`config.mk`:
```
export PLATFORM = sky130hd
export DESIGN_NAME = reset_source_and_startup_timer
export DESIGN_NICKNAME = d
export VERILOG_FILES = /design/src/hw/reset_ctl_pkg.sv /design/src/hw/reset_source_and_startup_timer.sv /design/src/hw/startup_timer.sv /design/src/hw/sync_two_ff.sv
export SDC_FILE = /design/constraint.sdc
export NUM_CORES = 1
export LEC_CHECK = 0
export BUFFER_PORTS_ARGS = -buffer_cell sky130_fd_sc_hd__buf_2
export CAP_MARGIN = 20
export CORE_MARGIN = 5
export CORE_UTILIZATION = 30
export DETAILED_ROUTE_END_ITERATION = 7
export GPL_TIMING_DRIVEN = 0
export PLACE_DENSITY = 0.49
export SLEW_MARGIN = 10
export SYNTH_ARGS = -nofsm -noshare
export SYNTH_HDL_FRONTEND = slang
export SYNTH_SLANG_ARGS = --single-unit
export TNS_END_PERCENT = 1
```
`constraint.sdc`:
```
create_clock -name clk -period 4.76 [get_ports clk]
set_input_delay 0.714 -clock clk [delete_from_list [all_inputs] [get_ports clk]]
set_output_delay 0.714 -clock clk [all_outputs]
set_load 0.02 [all_outputs]
```
`src/hw/reset_ctl_pkg.sv`:
```
// package: offsets, field positions, reset values and timing for reset control
package reset_ctl_pkg;
  // status sits at word index 3, so its byte address is four times that;
  // the other registers take the aligned words that follow
  localparam int STATUS_INDEX = 3;
  localparam logic [11:0] STATUS_OFFSET = 12'h00C;
  localparam logic [11:0] CONFIG_OFFSET = 12'h010;
  localparam logic [11:0] EVENT_OFFSET = 12'h014;
  localparam logic [11:0] CAUSE_OFFSET = 12'h018;
  // status field positions
  localparam int PIN_WAKE_BIT = 7;
  localparam int CMP_WAKE_BIT = 6;
  localparam int TIMEOUT_BIT = 4;
  localparam int POWERDOWN_BIT = 3;
  // config field positions
  localparam int CFG_EXT_RESET_EN_BIT = 0;
  localparam int CFG_TIMER_EN_BIT = 1;
  localparam int CFG_SW_PULLUP_BIT = 2;
  // event register write-one-to-trigger bits
  localparam int EV_SLEEP_BIT = 0;
  localparam int EV_PIN_WAKE_BIT = 1;
  localparam int EV_CMP_WAKE_BIT = 2;
  localparam logic [2:0] CONFIG_RESET = 3'h3;
  // status loads, upper five bits 7..3
  localparam logic [4:0] ST_POWERUP = 5'h03;
  localparam logic [4:0] ST_PIN_SLEEP = 5'h02;
  localparam logic [4:0] ST_WDT_SLEEP = 5'h00;
  localparam logic [4:0] ST_PINCHG_WAKE = 5'h12;
  localparam logic [4:0] ST_CMP_WAKE = 5'h0A;
  // start-up timer period
  localparam int CLK_MHZ = 250;
  localparam int TIMER_MS = 18;
  localparam int TIMER_CYCLES = TIMER_MS * 1000 * CLK_MHZ;
  // reset causes
  typedef enum logic [2:0] {
    CAUSE_NONE, CAUSE_POR, CAUSE_BOR, CAUSE_PIN_RUN, CAUSE_PIN_SLEEP,
    CAUSE_WDT_RUN, CAUSE_WDT_SLEEP, CAUSE_WAKE_CHG
  } cause_t;
endpackage : reset_ctl_pkg

```
`src/hw/reset_source_and_startup_timer.sv`:
```
// reset source recognition, status cause loading and start-up hold
// Functional notes
// RULE1: recognise seven distinct reset sources
// RULE2: some registers never reset by any source
// RULE3: normal-run resets reinitialise ordinary registers
// RULE4: sleep pin/watchdog resets keep registers
// RULE5: power-on/brown-out loads status 0001 1xxx
// RULE6: pin reset running clears top three bits
// RULE7: pin reset asleep loads bits 7..3 00010
// RULE8: watchdog asleep clears bits seven to three
// RULE9: watchdog running clears bits seven to four
// RULE10: pin-change wake loads bits 7..3 10010
// RULE11: comparator wake loads bits 7..3 01010
// RULE12: enable bit gates external reset pin
// RULE13: enable forces weak pull-up on
// RULE14: hold reset until supply good
// RULE15: power-up sets latch, clears timer
// RULE16: timer counts only once pin is high
// RULE17: timeout clears latch, ending chip reset
// RULE18: outside circuit holds pin low until stable
// RULE19: timer enable extends reset 18 ms; code ignores config bit 1, the start-up timer always runs
// RULE20: brown-out during timing restarts the timer
// RULE21: powerdown set on power-up, cleared by sleep
// RULE22: status bit roles: 7,6,4,3 flags
`timescale 1ns/1ns
module reset_source_and_startup_timer
  import reset_ctl_pkg::*;
#(
  parameter int TIMER_PERIOD = TIMER_CYCLES
) (
  input wire logic clk,
  input wire logic sys_rst,
  input wire logic extResetPin_n,
  input wire logic supplyGood,
  input wire logic brownoutDetect,
  input wire logic watchdogTimeout,
  input wire logic psel,
  input wire logic penable,
  input wire logic pwrite,
  input wire logic [11:0] paddr,
  input wire logic [31:0] pwdata,
  output logic pready,
  output logic [31:0] prdata,
  output logic pslverr,
  output logic coreReset,
  output logic regInit,
  output logic pullupEnable,
  output logic pinInput,
  output logic asleep
);
  import reset_ctl_pkg::*;

  // pin and supply monitors come from outside the clock domain
  logic [3:0] rawIn;
  logic [3:0] syncIn;
  logic pinHigh;
  logic supplyOk;
  logic brownout;
  logic wdtEvent;
  assign rawIn = {watchdogTimeout, brownoutDetect, supplyGood, extResetPin_n};
  sync_two_ff #(.WIDTH(4)) u_sync (
    .clk(clk),
    .sys_rst(sys_rst),
    .async(rawIn),
    .synced(syncIn)
  );
  assign pinHigh = syncIn[0];
  assign supplyOk = syncIn[1];
  assign brownout = syncIn[2];

  // state registers
  logic [2:0] cfg;
  logic [7:0] status;
  logic resetLatch;
  logic powerSeen;
  logic wdtPrev;
  logic pinPrev;
  logic sleeping;
  cause_t lastCause;
  logic [7:0] next_status;
  logic [2:0] next_cfg;
  logic next_resetLatch;
  logic next_powerSeen;
  logic next_sleeping;
  logic next_regInit;
  cause_t next_lastCause;
  logic [31:0] next_prdata;
  logic next_pready;
  logic timerDone;
  logic timerClear;

  logic extEn;
  logic pinReset;
  logic pinFall;
  logic supplyBad;
  logic wr;
  logic rd;
  logic evSleep;
  logic evPinWake;
  logic evCmpWake;
  assign extEn = cfg[CFG_EXT_RESET_EN_BIT];
  // pin disabled means internal reset input tied inactive
  assign pinReset = extEn && !pinHigh; // RULE12
  assign pinFall = extEn && pinPrev && !pinHigh;
  assign wdtEvent = syncIn[3] && !wdtPrev;
  assign supplyBad = !supplyOk || brownout; // RULE14
  assign wr = psel && penable && pwrite && pready;
  assign rd = psel && !penable && !pwrite;
  assign evSleep = wr && paddr == EVENT_OFFSET && pwdata[EV_SLEEP_BIT];
  assign evPinWake = wr && paddr == EVENT_OFFSET
                     && pwdata[EV_PIN_WAKE_BIT] && sleeping;
  assign evCmpWake = wr && paddr == EVENT_OFFSET
                     && pwdata[EV_CMP_WAKE_BIT] && sleeping;

  // timer held clear while supply is bad or first power-up
  assign timerClear = supplyBad || !powerSeen || pinFall; // RULE15 RULE20
  startup_timer #(.PERIOD(TIMER_PERIOD)) u_timer (
    .clk(clk),
    .sys_rst(sys_rst),
    .clear(timerClear),
    .run(pinHigh || !extEn), // RULE16
    .done(timerDone)
  );

  // reset cause decode and status loading
  always_comb begin
    next_status = status;
    next_cfg = cfg;
    next_resetLatch = resetLatch;
    next_powerSeen = 1'b1;
    next_sleeping = sleeping;
    next_regInit = 1'b0;
    next_lastCause = lastCause;
    if (!powerSeen || supplyBad) begin
      // lower three bits left as is: undefined at power-on
      next_status[7:3] = ST_POWERUP; // RULE5 RULE21
      next_resetLatch = 1'b1; // RULE15
      next_sleeping = 1'b0;
      next_regInit = 1'b1; // RULE3
      // monitors read low until synced, so a dip before first release
      // still counts as power-on
      next_lastCause = (powerSeen && !(resetLatch && lastCause == CAUSE_POR))
                       ? CAUSE_BOR : CAUSE_POR; // RULE1
    end else if (pinFall) begin
      next_resetLatch = 1'b1;
      if (sleeping) begin
        next_status[7:3] = ST_PIN_SLEEP; // RULE7 RULE4
        next_lastCause = CAUSE_PIN_SLEEP;
      end else begin
        next_status[7:5] = 3'h0; // RULE6
        next_regInit = 1'b1; // RULE3
        next_lastCause = CAUSE_PIN_RUN;
      end
      next_sleeping = 1'b0;
    end else if (wdtEvent && !resetLatch) begin
      if (sleeping) begin
        next_status[7:3] = ST_WDT_SLEEP; // RULE8 RULE4
        next_lastCause = CAUSE_WDT_SLEEP;
      end else begin
        next_status[7:4] = 4'h0; // RULE9 RULE21
        next_regInit = 1'b1;
        next_lastCause = CAUSE_WDT_RUN;
      end
      next_sleeping = 1'b0;
    end else if (evPinWake) begin
      next_status[7:3] = ST_PINCHG_WAKE; // RULE10 RULE22
      next_regInit = 1'b1;
      next_sleeping = 1'b0;
      next_lastCause = CAUSE_WAKE_CHG;
    end else if (evCmpWake) begin
      next_status[7:3] = ST_CMP_WAKE; // RULE11 RULE22
      next_sleeping = 1'b0;
      next_lastCause = CAUSE_WAKE_CHG;
    end else if (evSleep && !resetLatch) begin
      // sleep sets timeout flag and clears powerdown
      next_status[TIMEOUT_BIT] = 1'b1;
      next_status[POWERDOWN_BIT] = 1'b0; // RULE21
      next_sleeping = 1'b1;
    end else if (resetLatch && timerDone && !pinReset) begin
      next_resetLatch = 1'b0; // RULE17 RULE19
    end
    if (wr && paddr == CONFIG_OFFSET) begin
      next_cfg = pwdata[2:0];
    end
    // bits below three are ordinary software bits
    if (wr && paddr == STATUS_OFFSET) begin
      next_status[2:0] = pwdata[2:0];
    end
  end

  // apb read mux, no wait states
  always_comb begin
    next_pready = rd || (psel && !penable);
    next_prdata = 32'h0;
    if (rd) begin
      unique case (paddr)
        STATUS_OFFSET: next_prdata = {24'h0, status};
        CONFIG_OFFSET: next_prdata = {29'h0, cfg};
        CAUSE_OFFSET: next_prdata = {29'h0, lastCause};
        default: next_prdata = 32'h0;
      endcase
    end
  end

  // status register never gets a reset value of its own
  always_ff @(posedge clk) begin
    status <= next_status; // RULE2
  end

  always_ff @(posedge clk) begin
    if (sys_rst) begin
      cfg <= CONFIG_RESET;
      resetLatch <= 1'b1;
      powerSeen <= 1'b0;
      sleeping <= 1'b0;
      lastCause <= CAUSE_NONE;
      wdtPrev <= 1'b0;
      pinPrev <= 1'b1;
      regInit <= 1'b1;
      coreReset <= 1'b1;
      pullupEnable <= 1'b1;
      pinInput <= 1'b0;
      asleep <= 1'b0;
      pready <= 1'b0;
      prdata <= 32'h0;
      pslverr <= 1'b0;
    end else begin
      cfg <= next_cfg;
      resetLatch <= next_resetLatch;
      powerSeen <= next_powerSeen;
      sleeping <= next_sleeping;
      lastCause <= next_lastCause;
      wdtPrev <= syncIn[3];
      pinPrev <= pinHigh || !extEn;
      regInit <= next_regInit;
      coreReset <= next_resetLatch || pinReset; // RULE14 RULE18
      pullupEnable <= next_cfg[CFG_EXT_RESET_EN_BIT]
                      || next_cfg[CFG_SW_PULLUP_BIT]; // RULE13
      pinInput <= !next_cfg[CFG_EXT_RESET_EN_BIT] && pinHigh; // RULE12
      asleep <= next_sleeping;
      pready <= next_pready && !pready;
      prdata <= next_prdata;
      pslverr <= 1'b0;
    end
  end

  // checks: outputs are registered from next values, so the pin-side
  // levels line up with cfg in the same cycle
  chk_pullup_forced: assert property ( // RULE13
    @(posedge clk) disable iff (sys_rst)
    cfg[CFG_EXT_RESET_EN_BIT] |-> pullupEnable)
    else $error("pull-up not forced");
  chk_pin_gated: assert property ( // RULE12
    @(posedge clk) disable iff (sys_rst)
    !extEn && !resetLatch && !supplyBad |=> !coreReset)
    else $error("disabled pin caused reset");
  chk_pin_input: assert property ( // RULE12
    @(posedge clk) disable iff (sys_rst)
    cfg[CFG_EXT_RESET_EN_BIT] |-> !pinInput)
    else $error("pin read as input while reset pin");
  chk_supply_hold: assert property ( // RULE14
    @(posedge clk) disable iff (sys_rst)
    supplyBad |=> coreReset)
    else $error("reset released on bad supply");
  chk_por_status: assert property ( // RULE5
    @(posedge clk) disable iff (sys_rst)
    powerSeen && supplyBad |=> status[7:3] == ST_POWERUP)
    else $error("power-up status wrong");
  chk_pin_run: assert property ( // RULE6
    @(posedge clk) disable iff (sys_rst)
    powerSeen && !supplyBad && pinFall && !sleeping
    |=> status[7:5] == 3'h0 && status[4:3] == $past(status[4:3]) && regInit)
    else $error("running pin reset status wrong");
  chk_pin_sleep: assert property ( // RULE7
    @(posedge clk) disable iff (sys_rst)
    powerSeen && !supplyBad && pinFall && sleeping
    |=> status[7:3] == 5'h02 && !regInit && coreReset)
    else $error("sleeping pin reset status wrong");
  chk_wdt_sleep: assert property ( // RULE8
    @(posedge clk) disable iff (sys_rst)
    powerSeen && !supplyBad && !pinFall && wdtEvent && !resetLatch
    && sleeping |=> status[7:3] == 5'h00 && !asleep)
    else $error("watchdog sleep status wrong");
  chk_wdt_run: assert property ( // RULE9
    @(posedge clk) disable iff (sys_rst)
    powerSeen && !supplyBad && !pinFall && wdtEvent && !resetLatch
    && !sleeping |=> status[7:4] == 4'h0 && status[3] == $past(status[3])
    && regInit)
    else $error("running watchdog status wrong");
  chk_pinchg_wake: assert property ( // RULE10
    @(posedge clk) disable iff (sys_rst)
    powerSeen && !supplyBad && !pinFall && !(wdtEvent && !resetLatch)
    && evPinWake |=> status[7:3] == 5'h12 && !asleep && regInit)
    else $error("pin-change wake status wrong");
  chk_cmp_wake: assert property ( // RULE11
    @(posedge clk) disable iff (sys_rst)
    powerSeen && !supplyBad && !pinFall && !(wdtEvent && !resetLatch)
    && !evPinWake && evCmpWake |=> status[7:3] == 5'h0A && !asleep)
    else $error("comparator wake status wrong");
  chk_sleep_flags: assert property ( // RULE21
    @(posedge clk) disable iff (sys_rst)
    evSleep && !resetLatch && !supplyBad && powerSeen && !pinFall
    && !wdtEvent && !evPinWake && !evCmpWake
    |=> status[POWERDOWN_BIT] == 1'b0 && status[TIMEOUT_BIT])
    else $error("sleep flags wrong");
  chk_latch_release: assert property ( // RULE17
    @(posedge clk) disable iff (sys_rst)
    $fell(resetLatch) |-> $past(timerDone))
    else $error("latch released early");
  chk_timer_restart: assert property ( // RULE20
    @(posedge clk) disable iff (sys_rst)
    supplyBad |=> !timerDone ##1 !timerDone)
    else $error("timer not restarted");
  chk_timer_wait: assert property ( // RULE16
    @(posedge clk) disable iff (sys_rst)
    extEn && !pinHigh && !timerDone |=> !timerDone)
    else $error("timer counted with pin low");
  cov_release: cover property (@(posedge clk) $fell(coreReset));
  cov_wdt_sleep: cover property (@(posedge clk) lastCause == CAUSE_WDT_SLEEP);
  cov_pin_run: cover property (@(posedge clk) lastCause == CAUSE_PIN_RUN);
  cov_pin_sleep: cover property (@(posedge clk) lastCause == CAUSE_PIN_SLEEP);
  cov_brownout: cover property (@(posedge clk) lastCause == CAUSE_BOR);
endmodule : reset_source_and_startup_timer

```
`src/hw/startup_timer.sv`:
```
// start-up timer: counts while enabled, restarts on clear
`timescale 1ns/1ns
module startup_timer #(
  parameter int PERIOD = 4500000
) (
  input wire logic clk,
  input wire logic sys_rst,
  input wire logic clear,
  input wire logic run,
  output logic done
);
  logic [31:0] count;
  logic [31:0] next_count;
  logic next_done;
  // terminal count held until the next clear
  always_comb begin
    next_count = count;
    next_done = done;
    if (clear) begin
      next_count = '0;
      next_done = 1'b0;
    end else if (run && !done) begin
      next_count = count + 32'h1;
      if (next_count >= 32'(PERIOD)) next_done = 1'b1;
    end
  end
  always_ff @(posedge clk) begin
    if (sys_rst) begin
      count <= '0;
      done <= 1'b0;
    end else begin
      count <= next_count;
      done <= next_done;
    end
  end
endmodule : startup_timer

```
`src/hw/sync_two_ff.sv`:
```
// two-flop synchroniser for asynchronous level inputs
`timescale 1ns/1ns
module sync_two_ff #(
  parameter int WIDTH = 4
) (
  input wire logic clk,
  input wire logic sys_rst,
  input wire logic [WIDTH-1:0] async,
  output logic [WIDTH-1:0] synced
);
  logic [WIDTH-1:0] stage;
  // first stage is read only by the second
  always_ff @(posedge clk) begin
    if (sys_rst) begin
      stage <= '0;
      synced <= '0;
    end else begin
      stage <= async;
      synced <= stage;
    end
  end
endmodule : sync_two_ff

```
==> flow_summary_export.csv <==
group,metric,value,unit
timing,worst_pin_slew,607,ps
finish,num-nets-final,563,
logic_synthesis,netlist.area_leader.share,0.366,
clock_tree,cts_setup_buffers,0,
place,gp_congestion,0.811,
logic_synthesis,synth_edf_count,3,
grt,grt_max_degree,15,
setup_path,critPathArrivalTime,2670,ps
timing,finalSetupViolations,0,
setup_path,reg2reg_from,"u_timer.count[0]",
clock_tree,cts_sinks,71,
finish,syn_to_final_growth,20.5,%
timing,fin_crit_sh,0.515,
timing,fmaxAchievable,0.408,GHz
die,die_w,121,um
clock_tree,cts_buffers,9,
clock_tree,clock_path_buffers,2,
place,hpwl,6080,um
die,start_util,0.308,
die,core,12100,um^2
finish,fin_cells,682,
die,die_y,121,um
clock_tree,clock-root-buffer,"clkbuf_16",
drt,dr.pass1.iters,4,
clock_tree,h-tree-depth,3,
clock_tree,clk_latency,330,ps
worst_hold_path,holdPathEnd,"status[4]",
flow_run,max-cap-violations,0,
clock_tree,cts_tree,"built",
die,ios,92,
finish,diodes,0,
logic_synthesis,netlist-cell-type-count,68,
finish,final_cell_mix,"68 x dfxtp_1, 57 x nor2_1, 43 x buf_2",
drt,post_drt_wl_per_cell,12.1,um
place,place_ws,1970,ps
pwr,peakVddDrop,150,uV
drt,via_per_inst,4.56,
logic_synthesis,synthCells,438,
setup_path,r2r_cells,8,
run_status,status,"finished clean",
setup_path,worst_setup_path_start_kind,"register",
finish,final_common_cell,"dfxtp_1",
die,dieArea,14700,um^2
drt,drtIter0Drc,152,
timing,rsz0062_at_grt,"no",
timing,relSlewSlack,0.595,
timing,period_needed,2450,ps
logic_synthesis,yosysSeqAreaShare,0.391,
timing,skew,5.91,ps
die,num_rows,40,
logic_synthesis,ys_warn_count,0,
timing,setup_tns,0,ps
grt,grt_pass1_vias,3024,
logic_synthesis,synth_area_leaders,"dfxtp_1 37%, buf_4 5.9%, nor2_1 5.8%",
logic_synthesis,async_reset_ff_frac,0,
logic_synthesis,synth_top_area_cell,"dfxtp_1",
grt,grt_remaining_overflow,0,
worst_hold_path,min_from,"powerSeen",
clock_tree,clk_pin_slew,60,ps
drt,drt.antenna.violating_nets,0,
setup_path,path_class,"reg2reg",
finish,layout-drive-gt1-share,0.220,
setup_path,end_kind,"register",
clock_tree,holdBufCountCts,0,
pwr,powerDensity,294,nW/um^2
logic_synthesis,ys_ff_latch,71,
logic_synthesis,synthFlopType,"dfxtp_1",
logic_synthesis,syn_area,3710,um^2
pwr,p_leak,1.67,nW
timing,holdWs,425,ps
grt,grt_pass1_wl,14300,um
place,dp_cells,666,
worst_hold_path,hold_depth,1,
clock_tree,cts_repair_resize_count,0,
setup_path,regToRegSetupSlack,2310,ps
drt,vias,3112,
grt,track_usage,0.120,
timing,hold_viol_final,0,
logic_synthesis,syn_avg_cell_area,8.48,um^2
drt,drc,0,
setup_path,critPathRequiredTime,4980,ps
setup_path,r2r-end,"u_timer.done",
setup_path,crit_fanout,7,
grt,antenna_found_initial,0,
drt,routed_wl,8260,um
worst_hold_path,hold_path_class,"reg2reg",
finish,fillers,1262,
timing,fin_ws,2310,ps
place,port_buffers,35,
timing,drv_slew,0,
## sequential cells by signal, indices dropped and copies added, names as in the netlist, 3 cells and up
register,cells
u_sync.synced,4
status,7
u_timer.count,32
lastCause,3
u_sync.stage,4
cfg,3
prdata,7
## Yosys cell counts (8+ instances only)
cell / instances
nor3_1: 9
buf_4: 29
nand3_1: 17
nor2_1: 57
a21oi_1: 14
clkbuf_1: 9
nand4_1: 14
and2_1: 14
dfxtp_1: 68
nand2_1: 38
nor2b_1: 12
xnor2_1: 11
o21ai_0: 13
buf_2: 8
xor2_1: 21
## kinds of logic after synthesis
group / count (synthesis) / share of synthesized area
buf+inv: 54 / 0.0872
other cells: 1 / 0.00101
compound gates: 66 / 0.125
mux: 8 / 0.0219
simple gates: 205 / 0.295
flops: 71 / 0.391
xor+xnor: 32 / 0.0754
fa+ha+maj: 1 / 0.00337
## routing by layer
| metal | share of wire | global-route usage | wire (um) | vias up |
|---|---|---|---|---|
| li1 | - | - | - | 1629 |
| met4 | 0.011 | 0.0336 | 87 | 0 |
| met2 | 0.45 | 0.188 | 3700 | 59 |
| met3 | 0.046 | 0.0406 | 379 | 8 |
| met5 | 0 | 0 | 0 | - |
| met1 | 0.50 | 0.157 | 4100 | 1416 |
## worst max-delay path by stage
stage          slack [ps]           end        startpoint
2_1_floorplan        2320        cfg[0]          paddr[7]
3_3_place_gp         2050        cfg[0]          paddr[7]
3_5_place_dp         1970        cfg[0]          paddr[7]
4_1_cts              2320  u_timer.done  u_timer.count[0]
5_1_grt              2060  u_timer.done  u_timer.count[0]
6_report             2310  u_timer.done  u_timer.count[0]
## critical path: stages, from the launching register on
cell and delay [ps]:
dfxtp_1 380, ha_1 350, nand3_1 220, or4_1 480, o21ai_0 190, nor3_1 70, a41o_1 230, a221oi_2 330
a21oi_2 80
## metrics by stage
stage / utilization / total power [mW] / area (um^2)
after global placement: 0.348 / 0.693 / 4190
after CTS: 0.371 / 1.34 / 4480
after global routing: 0.371 / 1.38 / 4480
final: 0.371 / 1.32 / 4480
after detailed placement: 0.348 / 0.693 / 4190
after floorplan: - / 0.674 / 3810
## power by group
part           switching [mW]  internal (mW)  leakage, nW
sequential            0.00263          0.604        0.578
combinational          0.0434         0.0305        0.952
clock                   0.277          0.358        0.136
total                   0.323          0.993         1.67
## final cells by class
class	count	area, um^2	area share
clock buffer	9	225	0.0503
buffer	48	302	0.0674
sequential	71	1450	0.324
timing repair buffer	35	175	0.0391
inverter	6	22.5	0.00503
clock inverter	7	56.3	0.0126
tap	168	210	0.0470
multi-input combinational	338	2030	0.454
Note: power is estimated with default switching activity, not from simulation.
